File: config.mk
export PLATFORM = sky130hd
export DESIGN_NAME = reset_stop_sequencer
export DESIGN_NICKNAME = d
export VERILOG_FILES = /design/src/hw/reset_stop_pkg.sv /design/src/hw/reset_stop_sequencer.sv
export SDC_FILE = /design/constraint.sdc
export NUM_CORES = 1
export LEC_CHECK = 0
export BUFFER_PORTS_ARGS = -buffer_cell sky130_fd_sc_hd__buf_2
export CORE_ASPECT_RATIO = 0.9
export CORE_MARGIN = 2
export CORE_UTILIZATION = 44
export CTS_BUF_LIST = sky130_fd_sc_hd__clkbuf_4
export CTS_CLUSTER_SIZE = 10
export DETAILED_ROUTE_END_ITERATION = 7
export HOLD_SLACK_MARGIN = 0.02
export PLACE_DENSITY_LB_ADDON = 0.3
export SYNTH_ARGS = -nofsm -noshare
export SYNTH_HDL_FRONTEND = slang
export SYNTH_SLANG_ARGS = --single-unit
File: constraint.sdc
create_clock -name clock -period 1.95 [get_ports clock]
set_input_delay 0.4875 -clock clock [delete_from_list [all_inputs] [get_ports clock]]
set_output_delay 0.4875 -clock clock [all_outputs]
set_load 0.02 [all_outputs]
File: src/hw/reset_stop_pkg.sv
// Constants for the reset and stop sequencer.
// Assumes a single 100 MHz oscillator-side clock.
`default_nettype none
package reset_stop_pkg;
    localparam int CLK_MHZ = 100;
    localparam int GLITCH_NS = 50;
    localparam int GLITCH_CYC = (GLITCH_NS * CLK_MHZ + 999) / 1000;
    localparam int PIN_MIN_US = 20;
    localparam int EXIT_CYC = 20478;
    localparam int STOP_CYC = 10239;
    localparam int CNT_W = 15;
    localparam int FLT_W = 4;
    localparam int BOOT_CYC = 16;
    localparam int BOOT_W = 5;
    localparam logic [7:0] WDOG_KEY1 = 8'hAA;
    localparam logic [7:0] WDOG_KEY2 = 8'h55;
    localparam logic [7:0] MODE_RST = 8'hE0;
    localparam logic [7:0] CENTRAL_IRQ_CONTROL_REG_RST = 8'h87;
    localparam logic [7:0] WCR_RST = 8'h7F;
    localparam logic [7:0] WDOG_TIMER_CONTROL_REG_RST = 8'h12;
    localparam logic [7:0] PORT_RST = 8'hFF;
    localparam int WCR_DIS_BIT = 6;
    localparam logic [15:0] WDOG_PERIOD_RST = 16'hFFFF;
    localparam logic [15:0] RESET_VEC_ADDR = 16'h0000;
    localparam logic [1:0] DIV_RATIO = 2'h1;

    typedef enum logic [4:0] {
        ST_RESET = 5'h01,
        ST_BOOT = 5'h02,
        ST_RUN = 5'h04,
        ST_STOP = 5'h08,
        ST_WAKE = 5'h10
    } seq_state_t;
endpackage
`default_nettype wire

File: src/hw/reset_stop_sequencer.sv
// Reset and stop sequencer: reset sources, exit timing, boot, stop mode.
// Assumes all inputs synchronous to clock; supply monitor gives hysteretic level.
//
// Summary of operation
// - Enabled watchdog resets chip unless AA then 55 written within period.
// - Watchdog reset never drives the reset pin; pin stays input.
// - After reset exit, a boot sequence runs before user program.
// - Boot loads configuration and memory pointer registers.
// - After boot, program counter loads reset vector from lowest two bytes.
// - Single reset pin glitch under 50 ns does not start the exit count; core_reset follows it only while low.
// - Reset pin low over 20 us always resets.
// - After pin rises, count 20478 oscillator cycles before leaving reset.
// - Wake-up unit request stops oscillators, keeps context, no reset.
// - Internal clock held high while stopped.
// - Wake-up edge ends stop; resume after 10239 divided-clock periods.
// - Stop exit raises an interrupt and sets the stop-exit flag.
// - Supply monitor low holds static reset; thresholds give hysteresis.
// - Reset loads defined values into mode, interrupt and watchdog registers.
// - Reset puts ports into weak pull-up mode with data all ones.
// - Reset pin low starts reset immediately, no clock needed.
// - Enabled software halt is a reset source.
// - Last reset cause recorded; pin reset clears both cause flags.
// - Stop-exit flag set by hardware, cleared by software or by rst_n.
`default_nettype none
module reset_stop_sequencer (
    input wire logic clock,
    input wire logic rst_n,
    input wire logic clk_en,
    input wire logic reset_pin_n,
    input wire logic supply_monitor,
    input wire logic halt_req,
    input wire logic halt_reset_en,
    input wire logic watchdog_disable_bit,
    input wire logic [15:0] wdog_period,
    input wire logic wdog_wr,
    input wire logic [7:0] wdog_wr_data,
    input wire logic stop_req,
    input wire logic wakeup_edge,
    input wire logic osc_running,
    input wire logic stop_flag_clr,
    output logic core_reset,
    output logic reset_pin_oe,
    output logic osc_enable,
    output logic core_clk_gate_high,
    output logic boot_active,
    output logic pc_load,
    output logic [15:0] pc_vector_addr,
    output logic stop_exit_irq,
    output logic stop_exit_flag,
    output logic sw_reset_flag,
    output logic wdog_reset_flag,
    output logic [7:0] core_mode_reg,
    output logic [7:0] central_irq_control_reg,
    output logic [7:0] watchdog_control_reg,
    output logic [7:0] wdog_timer_control_reg,
    output logic [7:0] port_output_data_reg,
    output logic port_weak_pullup
);
    logic sync1_q;
    logic sync2_q;
    always_ff @(posedge clock or negedge rst_n) begin
        if (!rst_n) begin
            sync1_q <= 1'b0;
            sync2_q <= 1'b0;
        end else begin
            sync1_q <= 1'b1;
            sync2_q <= sync1_q;
        end
    end
    wire logic srst_n = sync2_q;

    // Pin async path: a true low pulse resets at once; the filter then decides
    // whether it was only a glitch.
    logic [reset_stop_pkg::FLT_W-1:0] flt_q;
    logic pin_low_q;
    wire logic flt_done = flt_q >= reset_stop_pkg::FLT_W'(reset_stop_pkg::GLITCH_CYC);
    always_ff @(posedge clock or negedge srst_n) begin
        if (!srst_n) begin
            flt_q <= '0;
            pin_low_q <= 1'b1;
        end else if (clk_en) begin
            if (reset_pin_n) begin
                flt_q <= '0;
                pin_low_q <= 1'b0;
            end else if (!flt_done) begin
                flt_q <= flt_q + 1'b1;
            end else begin
                pin_low_q <= 1'b1;
            end
        end
    end

    // Watchdog with two-byte service code
    logic [15:0] wd_cnt_q;
    logic wd_key_q;
    logic wd_fire_q;
    wire logic wd_on = !watchdog_disable_bit;
    wire logic wd_key1 = wdog_wr && (wdog_wr_data == reset_stop_pkg::WDOG_KEY1);
    wire logic wd_key2 = wdog_wr && wd_key_q && (wdog_wr_data == reset_stop_pkg::WDOG_KEY2);
    wire logic wd_expire = wd_on && (wd_cnt_q == 16'h0000);

    wire logic sw_halt = halt_req && halt_reset_en;
    wire logic any_req = pin_low_q || supply_monitor || wd_fire_q || sw_halt;

    reset_stop_pkg::seq_state_t state_q;
    logic [reset_stop_pkg::CNT_W-1:0] cnt_q;
    logic [reset_stop_pkg::BOOT_W-1:0] boot_q;
    logic div_q;
    wire logic cnt_done = cnt_q == '0;

    // One wire per state keeps the output decode flat
    wire logic in_boot = state_q == reset_stop_pkg::ST_BOOT;
    wire logic in_run = state_q == reset_stop_pkg::ST_RUN;
    wire logic in_stop = state_q == reset_stop_pkg::ST_STOP;
    wire logic in_wake = state_q == reset_stop_pkg::ST_WAKE;

    // Reload outside run so a stop or reset never leaves a stale count
    wire logic wd_reload = !in_run || wd_key2;
    wire logic wd_step = wd_on && !wd_expire;

    always_ff @(posedge clock or negedge srst_n) begin
        if (!srst_n) begin
            wd_cnt_q <= reset_stop_pkg::WDOG_PERIOD_RST;
            wd_key_q <= 1'b0;
            wd_fire_q <= 1'b0;
        end else if (clk_en) begin
            wd_fire_q <= wd_expire && in_run;
            if (wd_reload) begin
                wd_cnt_q <= wdog_period;
            end else if (wd_step) begin
                wd_cnt_q <= wd_cnt_q - 16'h0001;
            end
            if (wd_key1) begin
                wd_key_q <= 1'b1;
            end else if (wdog_wr) begin
                wd_key_q <= 1'b0;
            end
        end
    end

    always_ff @(posedge clock or negedge srst_n) begin
        if (!srst_n) begin
            state_q <= reset_stop_pkg::ST_RESET;
            cnt_q <= reset_stop_pkg::CNT_W'(reset_stop_pkg::EXIT_CYC);
            boot_q <= '0;
            div_q <= 1'b0;
        end else if (clk_en) begin
            if (any_req) begin
                state_q <= reset_stop_pkg::ST_RESET;
                cnt_q <= reset_stop_pkg::CNT_W'(reset_stop_pkg::EXIT_CYC);
                boot_q <= '0;
            end else begin
                case (state_q)
                    reset_stop_pkg::ST_RESET: begin
                        if (cnt_done) begin
                            state_q <= reset_stop_pkg::ST_BOOT;
                        end else begin
                            cnt_q <= cnt_q - 1'b1;
                        end
                    end
                    reset_stop_pkg::ST_BOOT: begin
                        boot_q <= boot_q + 1'b1;
                        if (boot_q == reset_stop_pkg::BOOT_W'(reset_stop_pkg::BOOT_CYC)) begin
                            state_q <= reset_stop_pkg::ST_RUN;
                        end
                    end
                    reset_stop_pkg::ST_RUN: begin
                        if (stop_req) begin
                            state_q <= reset_stop_pkg::ST_STOP;
                        end
                    end
                    reset_stop_pkg::ST_STOP: begin
                        if (wakeup_edge) begin
                            state_q <= reset_stop_pkg::ST_WAKE;
                            cnt_q <= reset_stop_pkg::CNT_W'(reset_stop_pkg::STOP_CYC);
                            div_q <= 1'b0;
                        end
                    end
                    reset_stop_pkg::ST_WAKE: begin
                        if (osc_running) begin
                            div_q <= div_q + reset_stop_pkg::DIV_RATIO[0];
                            if (div_q) begin
                                if (cnt_done) begin
                                    state_q <= reset_stop_pkg::ST_RUN;
                                end else begin
                                    cnt_q <= cnt_q - 1'b1;
                                end
                            end
                        end
                    end
                    default: state_q <= reset_stop_pkg::ST_RESET;
                endcase
            end
        end
    end

    wire logic wake_done = (state_q == reset_stop_pkg::ST_WAKE) && !any_req && osc_running
        && div_q && cnt_done;
    wire logic boot_done = (state_q == reset_stop_pkg::ST_BOOT) && !any_req
        && (boot_q == reset_stop_pkg::BOOT_W'(reset_stop_pkg::BOOT_CYC));
    wire logic in_reset = state_q == reset_stop_pkg::ST_RESET;
    // Pin and supply resets outrank the others and leave both causes clear
    wire logic cause_hard = pin_low_q || supply_monitor;

    // Cause flags survive the reset they describe; srst or a pin or supply reset clears them
    always_ff @(posedge clock or negedge srst_n) begin
        if (!srst_n) begin
            sw_reset_flag <= 1'b0;
            wdog_reset_flag <= 1'b0;
            stop_exit_flag <= 1'b0;
            stop_exit_irq <= 1'b0;
            pc_load <= 1'b0;
        end else if (clk_en) begin
            if (cause_hard) begin
                sw_reset_flag <= 1'b0;
                wdog_reset_flag <= 1'b0;
            end else if (wd_fire_q) begin
                wdog_reset_flag <= 1'b1;
                sw_reset_flag <= 1'b0;
            end else if (sw_halt) begin
                sw_reset_flag <= 1'b1;
                wdog_reset_flag <= 1'b0;
            end
            if (wake_done) begin
                stop_exit_flag <= 1'b1;
            end else if (stop_flag_clr) begin
                stop_exit_flag <= 1'b0;
            end
            stop_exit_irq <= wake_done;
            pc_load <= boot_done;
        end
    end

    // Defined reset values; context kept across stop since stop never resets
    always_ff @(posedge clock or negedge srst_n) begin
        if (!srst_n) begin
            core_mode_reg <= reset_stop_pkg::MODE_RST;
            central_irq_control_reg <= reset_stop_pkg::CENTRAL_IRQ_CONTROL_REG_RST;
            watchdog_control_reg <= reset_stop_pkg::WCR_RST;
            wdog_timer_control_reg <= reset_stop_pkg::WDOG_TIMER_CONTROL_REG_RST;
            port_output_data_reg <= reset_stop_pkg::PORT_RST;
            port_weak_pullup <= 1'b1;
        end else if (clk_en && in_reset) begin
            core_mode_reg <= reset_stop_pkg::MODE_RST;
            central_irq_control_reg <= reset_stop_pkg::CENTRAL_IRQ_CONTROL_REG_RST;
            watchdog_control_reg <= reset_stop_pkg::WCR_RST;
            wdog_timer_control_reg <= reset_stop_pkg::WDOG_TIMER_CONTROL_REG_RST;
            port_output_data_reg <= reset_stop_pkg::PORT_RST;
            port_weak_pullup <= 1'b1;
        end
    end

    // Async term so a pin low resets before any clock edge
    assign core_reset = !reset_pin_n || in_reset || !srst_n;
    assign reset_pin_oe = 1'b0;
    assign osc_enable = !in_stop;
    assign core_clk_gate_high = in_stop || in_wake;
    // Boot length is fixed here; a real boot routine may take longer
    assign boot_active = in_boot;
    assign pc_vector_addr = reset_stop_pkg::RESET_VEC_ADDR;
endmodule
`default_nettype wire

==> flow_summary.json, run 1 <==
{
  "status": "finished, violations left",
  "violations": "setup timing",
  "worstMarginPinSlew_ns": 0.683,
  "reg2reg_slack_ns": -0.26,
  "clk_pin_slew_ns": 0.18,
  "max_freq_mhz": 452,
  "cts_sinks": 56,
  "cts_root_buf": "clkbuf_4",
  "htreeDepth": 2,
  "synth_edf_count": 0,
  "p_per_area_nw_per_um2": 542,
  "first_global_vias": 3555,
  "place.gp.congestion": 0.938,
  "min_period_over_period": 1.13,
  "cp_max_fo": 4,
  "ys_seq_area_frac": 0.374,
  "yosys.area.top_type": "dfstp_2",
  "avgSynthCellArea_sq_um": 8.69,
  "vias": 3856,
  "die-area_sq_um": 9520,
  "max-slew-margin-rel": 0.544,
  "drc": 0,
  "whs_path_depth": 2,
  "grt_pass1_wl_mm": 16.7,
  "io-pin-count": 104,
  "worstPathArrival_ns": 2.52,
  "first_pass_iters": 5,
  "netlist.area_leader.share": 0.205,
  "yosysWarningCount": 0,
  "drive_above_1_share": 0.501,
  "wl_per_cell_microns": 16.8,
  "worstHoldEndpoint": "wdog_reset_flag",
  "final_common_cell": "buf_4",
  "reg2reg_from": "cnt_q[12]",
  "timing.rr.end": "state_q[4]",
  "synthCells": 443,
  "rsz0062_at_grt": "yes",
  "synthTopCellsByArea": "dfstp_2 (20%), dfrtp_1 (17%), buf_4 (11%)",
  "start_util": 0.451,
  "power_mw": 3.01,
  "area_growth_syn_to_layout_pct": 44.4,
  "slew_viol_final": 0,
  "ant_nets": 0,
  "async_reset_ff_frac": 1.00,
  "finalCriticalPeriod_ns": 2.21,
  "peakVddDrop_uv": 370,
  "grt_antenna_before_repair": 0,
  "antenna_cells": 0,
  "final_cell_mix": "buf_4 (78), conb_1 (59), buf_2 (41), nor2_1 (33), dfstp_2 (30)",
  "placed_area_sq_um": 4550,
  "yosysUniqueCellTypes": 67,
  "num_rows": 32,
  "vias_per_cell": 5.48,
  "grt_max_degree": 55,
  "port_buffers": 45,
  "cts_buffer_depth": 2,
  "fp.coreArea_sq_um": 8530,
  "hold_viol_final": 0,
  "r2r_cells": 6,
  "cts_buffers": 5,
  "die_y_microns": 92.7,
  "worst_slack_ns": -0.262,
  "routed_wirelength_mm": 11.8,
  "min_from": "supply_monitor",
  "fin_area_sq_um": 5560,
  "cp-end-kind": "flop",
  "clk_latency_ns": 0.39,
  "worstHoldPathType": "input pin to flop",
  "setup_viol": 27,
  "crit_type": "flop to flop",
  "required_ns": 2.26,
  "die_w_microns": 103,
  "overflow": 0,
  "maxCapViolCount": 0,
  "nets": 628,
  "grtUsageTotal": 0.221,
  "netlist_area_sq_um": 3850,
  "fin_skew_ns": 0.0224,
  "leakage_nw": 2.46,
  "drtIter0Drc": 242,
  "dp_hpwl_mm": 7.21,
  "cts_tree": "done",
  "synth_ff_type": "dfstp_2",
  "ys_ff_latch": 56,
  "dp_slack_ns": -0.134,
  "startpoint_type": "flop"
}
[report_power, final]
part,internal [mW],switching (mW)
registers,1.31,0.115
logic,0.364,0.529
clock network,0.300,0.396
[cells by family (layout without fill, tap and decap cells)]
logic type	after synthesis	count (layout)	synth area share
simple gates	174	174	0.248
compound gates	105	105	0.184
buf+inv	90	175	0.148
flops	56	56	0.374
fa+ha+maj	7	7	0.0227
mux	5	5	0.0130
xor+xnor	4	4	0.00910
other cells	2	59	0.00195
[registers in the layout (all words and copies together) (netlist names)]
register         count
sw_reset_flag        1
stop_exit_flag       1
wd_fire_q            1
cnt_q               15
boot_q               5
wd_cnt_q            16
div_q                1
pc_load              1
state_q              5
stop_exit_irq        1
srst_n               1
wd_key_q             1
wdog_reset_flag      1
pin_low_q            1
sync1_q              1
flt_q                4
[through the flow]
stage                     setup TNS, ns  hold slack, ns  utilization  instances
final                             -3.37           0.310        0.652        704
after global routing              -5.35           0.285        0.652        704
after CTS                        -0.756           0.301        0.590        692
after detailed placement          -1.13           0.278        0.533        666
after global placement           -0.411           0.274        0.533        666
after floorplan                 -0.0828           0.192            -        500
[worst max-delay path: stages (launching register included)]
cell,delay (ns)
dfrtp_1,0.44
nor4_1,0.57
and4_4,0.36
nor2_4,0.06
nor4_4,0.31
o21ai_2,0.17
a32o_1,0.23
[worst max path at each step]
stage / startpoint / end / cells past startpoint
final: cnt_q[12] / state_q[4] / 6
after global routing: cnt_q[12] / state_q[4] / 6
after CTS: state_q[1] / core_clk_gate_high / 5
after detailed placement: cnt_q[1] / cnt_q[12] / 8
after global placement: wd_cnt_q[0] / wd_cnt_q[11] / 8
after floorplan: cnt_q[4] / cnt_q[12] / 6
[layout make-up]
cell class                 count  area [sq um]
multi-input combinational    354          2670
fill                         674          2970
clock buffer                   7          52.6
clock inverter                 1          30.0
timing repair buffer         148          1130
inverter                      19          77.6
sequential                    56          1440
tap                          119           149
[what timing repair did]
| item | CTS | global route |
|---|---|---|
| hold endpoints to repair | 2 | 0 |
| setup buffers | 17 | 12 |
| resized for setup | 73 | 96 |
| setup endpoints to repair | 31 | 42 |
| hold buffers | 1 | 0 |
| pin swaps | 31 | 54 |
| gates cloned | 0 | 0 |
[Yosys cell counts (all sizes together) (3+ instances only)]
master   count
and4         8
nand4        9
a211oi       6
nor3b        3
buf         60
inv         19
a2bb2oi      4
dfrtp       26
nand2b       7
a311oi       4
o31ai        4
nor2        41
or2          4
a32o         4
o21ai       33
nor2b        4
a41oi        3
nand3       11
mux2i        5
nor3        25
xnor2        3
dfstp       30
nor4         8
ha           7
nand2       30
and2         8
nor4bb       3
a31oi        6
clkbuf      11
a21oi       18
or3          5
[routing by layer]
metal | wire length [microns] | vias to the layer above | GRT usage | part of all wire
li1 | - | 1775 | - | -
met4 | 379 | 0 | 0.0600 | 0.032
met1 | 4590 | 1831 | 0.296 | 0.39
met2 | 5920 | 204 | 0.361 | 0.50
met5 | 0 | - | 0 | 0
met3 | 927 | 46 | 0.0445 | 0.078
(Power assumes the default switching activity.)
==> run 2: changes to the inputs <==
Settings changed: CORE_UTILIZATION 44 to 50.
==> run 2 against run 1 <==
Against the previous run: the run still ends with setup timing left; hold slack worse by 0.022 ns; sequential share of layout area is 1.1 points higher; critical path depth unchanged; clock power decreased by 19%; global-route usage grew 3.2 points; largest cell class unchanged; combinational power increased by 4.7%; worst setup slack better by 0.028 ns; clock-buffer cell count decreased by 2.
==> flow_summary.json, run 2 (synthesis results as in run 1) <==
{
  "start_util": 0.513,
  "grt_pass1_wl_mm": 16.6,
  "routed_wirelength_mm": 11.1,
  "max_stage_delay_ns": 0.52,
  "vias": 3841,
  "die-area_sq_um": 8420,
  "r2r_cells": 6,
  "io-pin-count": 104,
  "cts_buffer_depth": 2,
  "hold_viol_final": 0,
  "fp.coreArea_sq_um": 7510,
  "startpoint_type": "flop",
  "die_y_microns": 87.2,
  "cp-end-kind": "flop",
  "htreeDepth": 2,
  "num_rows": 30,
  "reg_top3": "wd_cnt_q x16, cnt_q x15",
  "die_w_microns": 96.5,
  "port_buffers": 45,
  "area_growth_syn_to_layout_pct": 38.4,
  "rsz0062_at_grt": "yes",
  "cts_tree": "done",
  "wl_per_cell_microns": 16.4,
  "finalCriticalPeriod_ns": 2.18,
  "min_period_over_period": 1.12,
  "max_freq_mhz": 458,
  "peakVddDrop_uv": 380,
  "cp_cell_sequence": "nor4_1 > and4_4 > nor2_4 > nor4_4 > o21ai_4 > a32o_2",
  "drive_above_1_share": 0.475,
  "worstMarginPinSlew_ns": 0.708,
  "final_cell_mix": "buf_4 (86), conb_1 (59), buf_2 (41), nor2_1 (33), dfstp_2 (30)",
  "met2_usage": 0.414,
  "first_pass_iters": 4,
  "dp.cells": 648,
  "grtUsageTotal": 0.253,
  "top_register": "wd_cnt_q",
  "dp_hpwl_mm": 7.15,
  "setup_viol": 27,
  "fin_skew_ns": 0.0198,
  "instances_no_fill": 681,
  "grt_antenna_before_repair": 0,
  "worstHoldPathType": "input pin to flop",
  "worst_slack_ns": -0.233,
  "power_mw": 2.93,
  "vias_per_cell": 5.64,
  "status": "finished, violations left",
  "cts_buffers": 5,
  "required_ns": 2.26,
  "drc": 0,
  "overflow": 0,
  "p_per_area_nw_per_um2": 549,
  "max-slew-margin-rel": 0.528,
  "violations": "setup timing",
  "place.gp.congestion": 0.927,
  "largest_register_ffs": 16,
  "cts_sinks": 56,
  "grt_busiest_layer": "met2",
  "drtIter0Drc": 275,
  "use_met3": 0.0494,
  "maxCapViolCount": 0,
  "finalSetupTns_ns": -2.60,
  "cts_root_buf": "clkbuf_4",
  "leakage_nw": 2.41,
  "antenna_cells": 0,
  "clk_latency_ns": 0.41,
  "reg2reg_slack_ns": -0.23,
  "hold_slack_ns": 0.288,
  "cp_max_fo": 4,
  "whs_path_depth": 3,
  "final_common_cell": "buf_4",
  "nets": 628,
  "grt_util_met1": 0.340,
  "crit_type": "flop to flop",
  "first_global_vias": 3536,
  "slowest_stage": "nor4_1",
  "clk_pin_slew_ns": 0.19,
  "worstPathArrival_ns": 2.49,
  "slew_viol_final": 0,
  "ant_nets": 0,
  "grt_max_degree": 55
}
-- run 2: changes by cell type in the layout (fill, tap and decap cells not counted), sizes merged --
cell | before | now
clkinvlp | 1 | 0
inv | 18 | 21
bufinv | 1 | 0
clkbuf | 7 | 5
clkinv | 0 | 1
-- run 2: power by group --
| group | internal (mW) | switching (mW) |
|---|---|---|
| clock | 0.147 | 0.415 |
| sequential | 1.31 | 0.120 |
| combinational | 0.402 | 0.533 |
| total | 1.86 | 1.07 |
-- run 2: path summary, 6_finish.rpt --
kind	from	end
setup / recovery	cnt_q[12]	state_q[4]
hold / removal	wdog_period[9]	wd_cnt_q[9]
setup reg to reg	cnt_q[12]	state_q[4]
hold reg to reg	sync1_q	srst_n
max in group asynchronous	srst_n	state_q[2]
min in group asynchronous	rst_n	srst_n
-- run 2: routing by layer --
| metal | vias up | wire, microns |
|---|---|---|
| li1 | 1776 | - |
| met1 | 1848 | 4490 |
| met2 | 182 | 5470 |
| met3 | 35 | 849 |
| met4 | 0 | 333 |
| met5 | - | 0 |
-- run 2: timing repair --
action | CTS | global route
hold buffers | 1 | 0
hold endpoints to repair | 2 | 0
gates resized for setup | 64 | 73
endpoints found under the setup margin | 33 | 41
setup buffers | 17 | 8
pin swaps | 27 | 38
-- run 2: worst max-delay path: cells and delay by family (launching register included) --
family | cells | cell delay (ns)
AOI/OAI and AO/OA | 2 | 0.36
DFF | 1 | 0.43
and+or+nand+nor | 4 | 1.28
-- run 2: metrics by stage --
step	util	setup WS, ns	area, sq um
finish	0.710	-0.233	5330
global route	0.710	-0.309	5330
CTS	0.665	-0.173	4990
detailed placement	0.605	-0.178	4540
global placement	0.605	-0.154	4540
floorplan	-	-0.0828	4100
-- run 2: area by class of cell --
type / count / area, sq um
clock buffer: 5 / 37.5
inverter: 19 / 73.8
fill: 563 / 2180
multi-input combinational: 354 / 2530
clock inverter: 3 / 21.3
timing repair buffer: 148 / 1100
sequential: 56 / 1440
tap: 96 / 120
==> run 3: changes to the inputs <==
Settings changed: CORE_UTILIZATION 50 to 45, CTS_CLUSTER_SIZE 10 to 14.
==> run 3 against run 2 <==
Against the previous run: the run still ends with setup timing left; clock-buffer cell count unchanged; global-route usage down 2.1 points; routed wire length up 3.2%; fmax grew 2.5%; sequential power about the same; largest cell class unchanged.
==> flow_summary.json, run 3 (synthesis results as in run 1) <==
{
  "cts_sinks": 56,
  "final_cell_mix": "buf_4 (84), conb_1 (59), buf_2 (41), nor2_1 (31), dfstp_2 (30)",
  "cts_tree": "done",
  "worstPathArrival_ns": 1.64,
  "clk_latency_ns": 0.40,
  "p_per_area_nw_per_um2": 529,
  "worstHoldPathType": "input pin to flop",
  "peakVddDrop_uv": 415,
  "timing.rr.end": "state_q[1]",
  "drive_above_1_share": 0.509,
  "cts_root_buf": "clkbuf_4",
  "fp.coreArea_sq_um": 8180,
  "area_growth_syn_to_layout_pct": 45.0,
  "finalCriticalPeriod_ns": 2.13,
  "grt_pass1_wl_mm": 17.3,
  "fin_skew_ns": 0.0186,
  "die_y_microns": 91.8,
  "die_w_microns": 102,
  "first_pass_iters": 4,
  "cp-end-kind": "output port",
  "hold_slack_ns": 0.282,
  "drc": 0,
  "whs_path_depth": 2,
  "worstHoldEndpoint": "wdog_reset_flag",
  "maxCapViolCount": 0,
  "reg2reg_from": "cnt_q[10]",
  "largest_register_ffs": 16,
  "power_frac_seq": 0.482,
  "p_int_mw": 1.87,
  "overflow": 0,
  "antenna_cells": 0,
  "wl_per_cell_microns": 16.3,
  "finalSetupTns_ns": -1.58,
  "routed_wirelength_mm": 11.5,
  "clk_pin_slew_ns": 0.19,
  "cts_buffer_depth": 2,
  "die-area_sq_um": 9310,
  "p_sw_mw": 1.09,
  "slew_viol_final": 0,
  "r2r_cells": 7,
  "min_from": "supply_monitor",
  "combPwrFrac": 0.322,
  "cp_max_fo": 4,
  "dp_hpwl_mm": 7.46,
  "reg2reg_slack_ns": -0.15,
  "cts_buffers": 5,
  "grt_max_degree": 55,
  "required_ns": 1.46,
  "hold_viol_final": 0,
  "leakage_nw": 2.49,
  "max-slew-margin-rel": 0.527,
  "postLayoutCoreUtil": 0.682,
  "violations": "setup timing",
  "startpoint_type": "flop",
  "top_register": "wd_cnt_q",
  "nets": 634,
  "pwr-share-clk": 0.196,
  "htreeDepth": 2,
  "worst_slack_ns": -0.180,
  "vias": 3798,
  "num_rows": 31,
  "max_freq_mhz": 470,
  "vias_per_cell": 5.38,
  "crit_type": "flop to output port",
  "start_util": 0.470,
  "power_mw": 2.96,
  "drtIter0Drc": 149,
  "ant_nets": 0,
  "first_global_vias": 3605,
  "placed_area_sq_um": 4570,
  "rsz0062_at_grt": "yes",
  "netSwitchingFraction": 0.368,
  "grtUsageTotal": 0.232,
  "worstMarginPinSlew_ns": 0.709,
  "fin_area_sq_um": 5580,
  "status": "finished, violations left",
  "final_common_cell": "buf_4",
  "reg_top3": "wd_cnt_q x16, cnt_q x15",
  "grt_antenna_before_repair": 0,
  "min_period_over_period": 1.09,
  "port_buffers": 45,
  "place.gp.congestion": 0.914,
  "io-pin-count": 104,
  "setup_viol": 20
}
-- run 3: changes by cell type in the layout (fill, tap and decap cells not counted), moves of 3 or more --
cell     change
buf_6        +9
nor3_1       -3
a21oi_2      +4
a21oi_1      -4
-- run 3: repair_timing --
action | 4_1_cts | 5_1_grt
hold buffers | 1 | 0
cloned | 0 | 0
gates resized for setup | 72 | 101
endpoints found under the setup margin | 31 | 37
hold endpoints to repair | 2 | 0
setup buffers | 19 | 13
pin swaps | 25 | 35
-- run 3: final cells by class --
| type | count | area (sq um) |
|---|---|---|
| Inverter | 19 | 76.3 |
| Multi-Input combinational cell | 354 | 2690 |
| Tap cell | 115 | 144 |
| Clock inverter | 3 | 27.5 |
| Sequential cell | 56 | 1440 |
| Timing Repair Buffer | 154 | 1170 |
| Clock buffer | 5 | 37.5 |
| Fill cell | 599 | 2600 |
-- run 3: critical path, stage by stage (launching register included) --
cell,delay [ns]
dfrtp_1,0.45
nor2b_4,0.15
buf_6,0.12
and2_4,0.16
buf_6,0.12
nor2_4,0.09
inv_2,0.04
buf_6,0.12
-- run 3: layer usage --
metal | track usage | vias up | share of wire
met3 | 0.0313 | 23 | 0.047
met2 | 0.401 | 111 | 0.51
li1 | - | 1794 | -
met4 | 0.0518 | 0 | 0.017
met5 | 0 | - | 0
met1 | 0.305 | 1870 | 0.42
-- run 3: power by group through the flow --
stage	combinational (mW)	sequential [mW]	clock, mW
2_1_floorplan	0.546	1.43	0
3_3_place_gp	0.748	1.42	0
3_5_place_dp	0.767	1.42	0
4_1_cts	0.807	1.41	0.591
5_1_grt	1.04	1.44	0.632
6_report	0.951	1.42	0.579
-- run 3: per-stage QoR --
step	instances	worst slack (ns)
after floorplan	500	-0.0828
after global placement	667	-0.0540
after detailed placement	667	-0.128
after CTS	695	-0.172
after global routing	706	-0.241
final	706	-0.180
-- run 3: how the worst max path moves through the flow --
| stage | startpoint | end | slack (ns) | depth (start not counted) |
|---|---|---|---|---|
| after detailed placement | cnt_q[0] | state_q[4] | -0.13 | 8 |
| final | state_q[3] | core_clk_gate_high | -0.18 | 7 |
| after global routing | state_q[3] | core_clk_gate_high | -0.24 | 7 |
| after global placement | wdog_wr_data[5] | wd_cnt_q[9] | -0.05 | 8 |
| after CTS | state_q[2] | core_reset | -0.17 | 6 |
| after floorplan | cnt_q[4] | cnt_q[12] | -0.08 | 6 |
